`src/verilog/cpt_pkg.sv`:
```
package cpt_pkg;
  // ---------------------------------------------------------------
  // register map (indices; byte address is four times the index)
  // ---------------------------------------------------------------
  localparam int unsigned NUM_TIMING = 6;            // timing registers
  localparam logic [7:0]  IDX_CLOCK_POST   = 8'h63;  // first timing reg
  localparam logic [7:0]  IDX_DATA_PREPARE = 8'h64;
  localparam logic [7:0]  IDX_DATA_ZERO    = 8'h65;
  localparam logic [7:0]  IDX_DATA_TRAIL   = 8'h66;
  localparam logic [7:0]  IDX_DATA_EXIT    = 8'h67;
  localparam logic [7:0]  IDX_LPX          = 8'h68;
  localparam logic [7:0]  IDX_RSVD_FIRST   = 8'h69;  // reserved range
  localparam logic [7:0]  IDX_RSVD_LAST    = 8'h71;
  localparam logic [7:0]  IDX_LANE_RATE    = 8'h72;  // lane rate select
  localparam logic [11:0] ADDR_SHIFT_ONE   = 12'h004; // one word step

  // ---------------------------------------------------------------
  // field layout
  // ---------------------------------------------------------------
  localparam int unsigned OVR_BIT   = 7;    // override select position
  localparam int unsigned VAL_WIDTH = 7;    // value field width

  // ---------------------------------------------------------------
  // lane rates and derived timing tables (values in bits 6:0)
  // ---------------------------------------------------------------
  typedef enum logic [2:0] {
    CPT_RATE_400, CPT_RATE_800, CPT_RATE_1200, CPT_RATE_1500,
    CPT_RATE_1600
  } cpt_rate_t;
  localparam logic [2:0] RATE_RESET = 3'h1;  // 800 Mbps after reset

  // order: clock_post, prepare, zero, trail, exit, lpx
  localparam logic [41:0] TIMING_800 =
    {7'h06, 7'h0b, 7'h08, 7'h0c, 7'h06, 7'h0a};
  localparam logic [41:0] TIMING_400 =
    {7'h03, 7'h06, 7'h04, 7'h06, 7'h03, 7'h05};
  localparam logic [41:0] TIMING_1200 =
    {7'h09, 7'h10, 7'h0c, 7'h12, 7'h09, 7'h0f};
  localparam logic [41:0] TIMING_1500 =
    {7'h0b, 7'h14, 7'h0f, 7'h17, 7'h0b, 7'h13};
  localparam logic [41:0] TIMING_1600 =
    {7'h0c, 7'h16, 7'h10, 7'h18, 7'h0c, 7'h14};
endpackage

```
`src/verilog/cpt_regs.sv`:
```
// Decided for this implementation: the APB interface to the registers.
`timescale 1ns/1ps
module cpt_regs (
  input  wire logic        ref_clk_in,    // register clock, 125 MHz
  input  wire logic        nrst_in,       // sync reset, active low
  input  wire logic [11:0] paddr_in,      // apb byte address
  input  wire logic        psel_in,       // apb select
  input  wire logic        penable_in,    // apb access phase
  input  wire logic        pwrite_in,     // apb direction
  input  wire logic [31:0] pwdata_in,     // apb write data
  input  wire logic [3:0]  pstrb_in,      // apb byte strobes
  output logic      [31:0] prdata_out,    // apb read data
  output logic             pready_out,    // apb ready
  output logic             pslverr_out,   // apb error, unmapped
  output logic      [6:0]  clock_post_value_out,   // effective values
  output logic      [6:0]  data_prepare_value_out,
  output logic      [6:0]  data_zero_value_out,
  output logic      [6:0]  data_trail_value_out,
  output logic      [6:0]  data_exit_value_out,
  output logic      [6:0]  lpx_value_out
);
  import cpt_pkg::*;

  // ---------------------------------------------------------------
  // decode
  // ---------------------------------------------------------------
  logic [9:0]  word_idx;          // word index of the access
  logic        aligned;           // low address bits zero
  logic        setup;             // setup phase seen
  logic        hit_timing;        // index inside the timing block
  logic        hit_rsvd;          // index inside the reserved range
  logic        hit_rate;          // lane rate register
  logic [2:0]  slot;              // timing register number 0..5
  logic [2:0]  lane_rate;         // software lane rate select
  logic [41:0] auto_vec;          // derived values, all six
  logic [5:0]  ovr_vec;           // override bits, all six
  logic [41:0] val_vec;           // effective values, all six
  logic [5:0]  wr_vec;            // per-register write strobes
  logic [7:0]  read_byte;         // selected register content
  logic        wr_ok;             // write is accepted this cycle

  assign word_idx   = paddr_in[11:2];
  assign aligned    = (paddr_in[1:0] == 2'b00);
  assign setup      = psel_in && !penable_in;
  assign hit_timing = aligned && word_idx >= {2'b00, IDX_CLOCK_POST}
                      && word_idx <= {2'b00, IDX_LPX};
  assign hit_rsvd   = aligned && word_idx >= {2'b00, IDX_RSVD_FIRST}
                      && word_idx <= {2'b00, IDX_RSVD_LAST};
  assign hit_rate   = aligned && word_idx == {2'b00, IDX_LANE_RATE};
  assign slot       = 3'(word_idx[7:0] - IDX_CLOCK_POST);
  // writes land in the access phase, one cycle after setup
  assign wr_ok      = psel_in && penable_in && pready_out && pwrite_in
                      && pstrb_in[0];

  // ---------------------------------------------------------------
  // lane rate select and derived timing
  // ---------------------------------------------------------------
  // lane rate register; unknown codes fall back to 800 Mbps tables
  always_ff @(posedge ref_clk_in) begin
    if (!nrst_in) begin
      lane_rate <= RATE_RESET;
    end else if (wr_ok && hit_rate) begin
      lane_rate <= pwdata_in[2:0];
    end
  end

  // derived values follow the selected rate immediately
  always_comb begin
    case (lane_rate)
      3'(CPT_RATE_400):  auto_vec = TIMING_400;
      3'(CPT_RATE_800):  auto_vec = TIMING_800;
      3'(CPT_RATE_1200): auto_vec = TIMING_1200;
      3'(CPT_RATE_1500): auto_vec = TIMING_1500;
      3'(CPT_RATE_1600): auto_vec = TIMING_1600;
      default:           auto_vec = TIMING_800;
    endcase
  end

  // ---------------------------------------------------------------
  // six timing registers, one field module each
  // ---------------------------------------------------------------
  genvar g;
  generate
    for (g = 0; g < NUM_TIMING; g++) begin : g_field
      assign wr_vec[g] = wr_ok && hit_timing && (slot == 3'(g));
      // each slot: bit 7 picks derived or programmed
      cpt_timing_field u_field (
        .ref_clk_in    (ref_clk_in),
        .nrst_in       (nrst_in),
        .wr_in         (wr_vec[g]),
        .wdata_in      (pwdata_in[7:0]),
        .auto_value_in (auto_vec[g*VAL_WIDTH +: VAL_WIDTH]),
        .ovr_out       (ovr_vec[g]),
        .value_out     (val_vec[g*VAL_WIDTH +: VAL_WIDTH])
      );
    end
  endgenerate

  // ---------------------------------------------------------------
  // read mux
  // ---------------------------------------------------------------
  // reserved and unmapped words read zero
  always_comb begin
    read_byte = 8'h00;
    if (hit_timing && slot < 3'(NUM_TIMING)) begin
      read_byte = {ovr_vec[slot], val_vec[slot*VAL_WIDTH +: VAL_WIDTH]};
    end else if (hit_rate) begin
      read_byte = {5'h00, lane_rate};
    end
  end

  // ---------------------------------------------------------------
  // apb slave: no wait state, ready registered from the setup
  // ---------------------------------------------------------------
  // pready rises in the first access cycle and drops after it
  always_ff @(posedge ref_clk_in) begin
    if (!nrst_in) begin
      pready_out <= 1'b0;
    end else begin
      pready_out <= setup;
    end
  end

  // read data and error captured in the setup cycle
  always_ff @(posedge ref_clk_in) begin
    if (!nrst_in) begin
      prdata_out  <= 32'h0000_0000;
      pslverr_out <= 1'b0;
    end else if (setup) begin
      prdata_out  <= pwrite_in ? 32'h0000_0000 : {24'h00_0000, read_byte};
      pslverr_out <= !(hit_timing || hit_rsvd || hit_rate);
    end else begin
      pslverr_out <= 1'b0;
    end
  end

  // ---------------------------------------------------------------
  // effective timing outputs, registered
  // ---------------------------------------------------------------
  // registering costs one cycle of lag to the phy, which is harmless
  always_ff @(posedge ref_clk_in) begin
    if (!nrst_in) begin
      clock_post_value_out   <= TIMING_800[6:0];
      data_prepare_value_out <= TIMING_800[13:7];
      data_zero_value_out    <= TIMING_800[20:14];
      data_trail_value_out   <= TIMING_800[27:21];
      data_exit_value_out    <= TIMING_800[34:28];
      lpx_value_out          <= TIMING_800[41:35];
    end else begin
      clock_post_value_out   <= val_vec[6:0];
      data_prepare_value_out <= val_vec[13:7];
      data_zero_value_out    <= val_vec[20:14];
      data_trail_value_out   <= val_vec[27:21];
      data_exit_value_out    <= val_vec[34:28];
      lpx_value_out          <= val_vec[41:35];
    end
  end
endmodule

```
`src/verilog/cpt_timing_field.sv`:
```
`timescale 1ns/1ps
// ---------------------------------------------------------------
// one override-capable timing field: select bit plus 7-bit value
// ---------------------------------------------------------------
module cpt_timing_field (
  input  wire logic       ref_clk_in,     // register clock
  input  wire logic       nrst_in,        // sync reset, active low
  input  wire logic       wr_in,          // write strobe for this reg
  input  wire logic [7:0] wdata_in,       // write byte
  input  wire logic [6:0] auto_value_in,  // derived value
  output logic            ovr_out,        // override select
  output logic      [6:0] value_out       // effective value
);
  import cpt_pkg::*;

  logic [6:0] prog_value;  // programmed value, held while selected

  // override select bit, plain read/write
  always_ff @(posedge ref_clk_in) begin
    if (!nrst_in) begin
      ovr_out <= 1'b0;
    end else if (wr_in) begin
      ovr_out <= wdata_in[OVR_BIT];
    end
  end

  // the value is only taken when the same write leaves override set;
  // the value bits of a write with override clear are dropped
  always_ff @(posedge ref_clk_in) begin
    if (!nrst_in) begin
      prog_value <= 7'h00;
    end else if (wr_in && wdata_in[OVR_BIT]) begin
      prog_value <= wdata_in[6:0];
    end else if (!ovr_out) begin
      // track derived value so switching on override is glitch free
      prog_value <= auto_value_in;
    end
  end

  // effective value: derived when clear, programmed when set
  always_comb begin
    value_out = ovr_out ? prog_value : auto_value_in;
  end
endmodule
```
`config.mk`:
```
export PLATFORM = sky130hd
export DESIGN_NAME = cpt_regs
export DESIGN_NICKNAME = d
export VERILOG_FILES = /design/src/verilog/cpt_pkg.sv /design/src/verilog/cpt_regs.sv /design/src/verilog/cpt_timing_field.sv
export SDC_FILE = /design/constraint.sdc
export NUM_CORES = 1
export LEC_CHECK = 0
export ABC_AREA = 0
export BUFFER_PORTS_ARGS = -buffer_cell sky130_fd_sc_hd__buf_2
export CAP_MARGIN = 20
export CORE_UTILIZATION = 54
export CTS_BUF_LIST = sky130_fd_sc_hd__clkbuf_8
export CTS_CLUSTER_SIZE = 14
export DETAILED_ROUTE_END_ITERATION = 8
export PLACE_DENSITY_LB_ADDON = 0.12
export SYNTH_ARGS = -nofsm -noshare
export SYNTH_HDL_FRONTEND = slang
export SYNTH_SLANG_ARGS = --single-unit
```
`constraint.sdc`:
```
create_clock -name ref_clk_in -period 3.5 [get_ports ref_clk_in]
set_clock_uncertainty 0.15 [all_clocks]
set_input_delay 0.35 -clock ref_clk_in [delete_from_list [all_inputs] [get_ports ref_clk_in]]
set_output_delay 0.35 -clock ref_clk_in [all_outputs]
set_load 0.05 [all_outputs]
```
==> metrics.log <==
INFO  metric outcome = completed
INFO  metric yosys.area_share.xor_xnor = 0.005769
INFO  metric grt_pass1_vias = approximately 3600
INFO  metric rrSetupSlack = around 1.2 ns
INFO  metric tritoncts.num_buffers = 9
INFO  metric cts-hold-fix-buffers = 0
INFO  metric clk_path_buf_depth = 2
INFO  metric antenna_found_initial = 0
INFO  metric fin_nets = ~660
INFO  metric viasPerCell = ~5.7
INFO  metric yosysWarnings = 0
INFO  metric syn-mean-instance-area = about 8.6 um^2
INFO  metric synth_enable_flop_cells = 0
INFO  metric worst_slew_margin_rel = 0.4849
INFO  metric fillers = between 700 and 800
INFO  metric critical_path.max_stage_delay = 0.55 ns
INFO  metric critical_path_arrival = between 2 and 3 ns
INFO  metric drc_errors = 0
INFO  metric fp.dieArea = just under 0.009 mm^2
INFO  metric post-synth-top-area-cell = dfxtp_1
INFO  metric crit_required = 3.62 ns
INFO  metric most_frequent_standard_cell_in_the_layout_excluding_fill_and_tap_cells = dfxtp_1
INFO  metric io_pins = 129
INFO  metric final_period_minus_worst_setup_slack = approximately 2.6 ns
INFO  metric place_congestion = between 0.9 and 1
INFO  metric p_leak = 2.262 nW
INFO  metric rr_startpoint = lane_rate[2]
INFO  metric placeableCoreArea = between 0.008 and 0.009 mm^2
INFO  metric synth.area.mux_share = 0.04533
INFO  metric finalSetupViolCount = 0
INFO  metric start_kind = primary input
INFO  metric holdCritPathClass = in2reg
INFO  metric netlist_area = 0.004554 mm^2
INFO  metric fin_setup_tns = 0 ns
INFO  metric clockRootBuffer = clkbuf_8
INFO  metric core.rowCount = 33
INFO  metric worst_pin_slew = 0.7712 ns
INFO  metric dominantRegCellSynth = dfxtp_1
INFO  metric initial_core_util = 0.5571
INFO  metric hold_viol = 0
INFO  metric cellPowerDensity = 406.8 mW/mm^2
INFO  metric tritoncts = yes
INFO  metric synthSimpleGateAreaFrac = 0.2212
INFO  metric minimum_hold_slack = ~0.11 ns
INFO  metric worst_ir_drop_vdd = about 0.22 mV
INFO  metric instance_count_of_the_mapped_netlist = around 530
INFO  metric drt-wirelength-per-cell = around 16 um
INFO  metric cts_num_sinks = 103
INFO  metric min_path_cells = 3
INFO  metric hp_start = pwdata_in[2]
INFO  metric grt_overflow = 0
INFO  metric num_vias = 4018
INFO  metric clk_latency = approximately 0.36 ns
INFO  metric post-cts-setup-buffer-count = 0
INFO  metric min_period_over_period = 0.7411
INFO  metric synth_top_area_share = 0.4527
INFO  metric finalNonFillerCells = between 700 and 800
INFO  metric routed_wl = around 12000 um
INFO  metric worstRegToRegCells = 5
INFO  metric postPlaceCellArea = 0.004941 mm^2
INFO  metric floorplan.die.width = 93.84 um
INFO  metric cts-htree-levels = 3
INFO  metric setup_repair_after_global_routing_missed_its_margin = no
INFO  metric timing.setup.critical_path_class = in2reg
INFO  metric drt_pass1_iterations = 5
INFO  metric largest_fanout_of_any_net_on_the_critical_path = 13
INFO  metric utilization = 0.6276
INFO  metric cap_viol_max_count = 0
INFO  metric detail-route-antenna-nets = 0
INFO  metric fin_ws = between 0.9 and 1 ns
INFO  metric pin_count_of_the_biggest_net_entering_global_routing = 36
INFO  metric numPortBuffers = between 70 and 80
INFO  metric rr_endpoint = prdata_out[1]
INFO  metric hpwl = a little over 8000 um
INFO  metric synth_top_area_cells = dfxtp_1, nand2_1, o21ai_0
INFO  metric chipHeight = around 94 um
INFO  metric layout-drive-gt1-share = 0.1993
INFO  metric drt_iter0_drc = 320
INFO  metric n_antenna_cell = 0
INFO  metric synth-seq-area-share = 0.4527
INFO  metric finalPower = roughly 2.1 mW
INFO  metric synthAdderAreaFrac = 0.02198
INFO  metric post_synth_num_cell_types = 58
INFO  metric critical_path.endpoint_type = flip-flop
INFO  metric most-common-layout-cells = dfxtp_1, nand2_1, buf_2
INFO  metric area_growth_syn_to_fin = 12.66%
INFO  metric fmaxAchievable = just under 400 MHz
INFO  metric cts.reportedPaths.clkPinSlew = around 0.09 ns
INFO  metric place_worst_setup_slack = 0.5664 ns
INFO  metric synth_compound_gate_area_share = 0.1725
INFO  metric synthArstFlopShare = 0
INFO  metric global_route_usage_over_all_layers = 0.2814
INFO  metric grt_pass1_wl = around 19000 um
INFO  metric main_combinational_cell_family_by_area_after_synthesis = simple AND/OR/NAND/NOR gates
INFO  metric cts-resized-gates = 0
INFO  metric area_of_all_placed_cells_without_fillers = between 0.005 and 0.006 mm^2
INFO  metric place.detailed.instances = 691
INFO  metric ys_ff_latch = between 100 and 150
INFO  metric min_delay_worst_endpoint = lane_rate[2]
INFO  metric cpMaxStageDelayCell = nand3_1
INFO  metric slew_violations = 0
INFO  metric cp_cell_sequence = buf_2, inv_1, ha_1, or2b_2, a2111oi_4, nand3_1, a311oi_1
==> how the worst max path moves through the flow <==
stage,endpoint,from,slack [ns]
global route,g_field[5].u_field.ovr_out,paddr_in[3],0.71
detailed placement,g_field[5].u_field.prog_value[2],paddr_in[3],0.57
global placement,g_field[5].u_field.ovr_out,paddr_in[3],0.61
floorplan,prdata_out[1],paddr_in[2],0.47
finish,g_field[5].u_field.ovr_out,paddr_in[3],0.91
CTS,g_field[5].u_field.ovr_out,paddr_in[3],0.94
==> power by group <==
group / total [mW] / switching [mW] / internal [mW]
sequential: 1.18 / 0.00210 / 1.18
clock: 0.711 / 0.436 / 0.275
combinational: 0.195 / 0.149 / 0.0457
==> cells in the mapped netlist (8+ instances only) <==
| cell | count |
|---|---|
| nand2_1 | 77 |
| nand4_1 | 9 |
| and2_1 | 12 |
| nand2b_1 | 15 |
| ha_1 | 8 |
| nor2_1 | 41 |
| and3_1 | 12 |
| o21ai_0 | 42 |
| dfxtp_1 | 103 |
| inv_1 | 12 |
| nand3_1 | 18 |
| a21oi_1 | 13 |
| mux2i_1 | 15 |
| buf_4 | 24 |
| clkbuf_1 | 24 |
==> logic make-up (layout without fill, tap and decap cells) <==
group,count (synthesis),in the layout
xor gates and xnor gates,3,3
DFF,103,103
buffers and inverters,68,119
other,1,24
AOI/OAI and AO/OA,118,118
and+or+nand+nor,209,209
adders and majority gates,8,8
muxes,18,18
==> worst max-delay path: cells and delay by family <==
kind            cells  cell delay, ns
compound gates      2            0.94
simple gates        2            0.89
buf+inv             2            0.27
fa+ha+maj           1            0.26
==> routing by layer <==
layer / GRT usage / wire, um / vias up
li1: - / - / 1936
met1: 0.3908 / 5242 / 1895
met2: 0.4434 / 5295 / 170
met3: 0.04854 / 869 / 17
met4: 0.08974 / 223 / 0
met5: 0 / 0 / -
==> sequential cells by signal, summed over array words and instances, names as in the netlist <==
signal	count
g_field.u_field.prog_value	42
data_exit_value_out	7
data_prepare_value_out	7
lpx_value_out	7
clock_post_value_out	7
g_field.u_field.ovr_out	6
prdata_out	8
lane_rate	3
data_trail_value_out	7
pready_out	1
pslverr_out	1
data_zero_value_out	7
==> area by class of cell <==
cell class,instances,area [um^2],share of cell area
multi-input cells,380,2216,0.4318
flip-flops and latches,103,2062,0.4019
repair buffers,90,483.0,0.09412
clock inverters,7,66.31,0.01292
inverters,13,48.80,0.009510
clock buffers,9,123.9,0.02414
well taps,105,131.4,0.02560
Power figures use the tool's default switching activity.
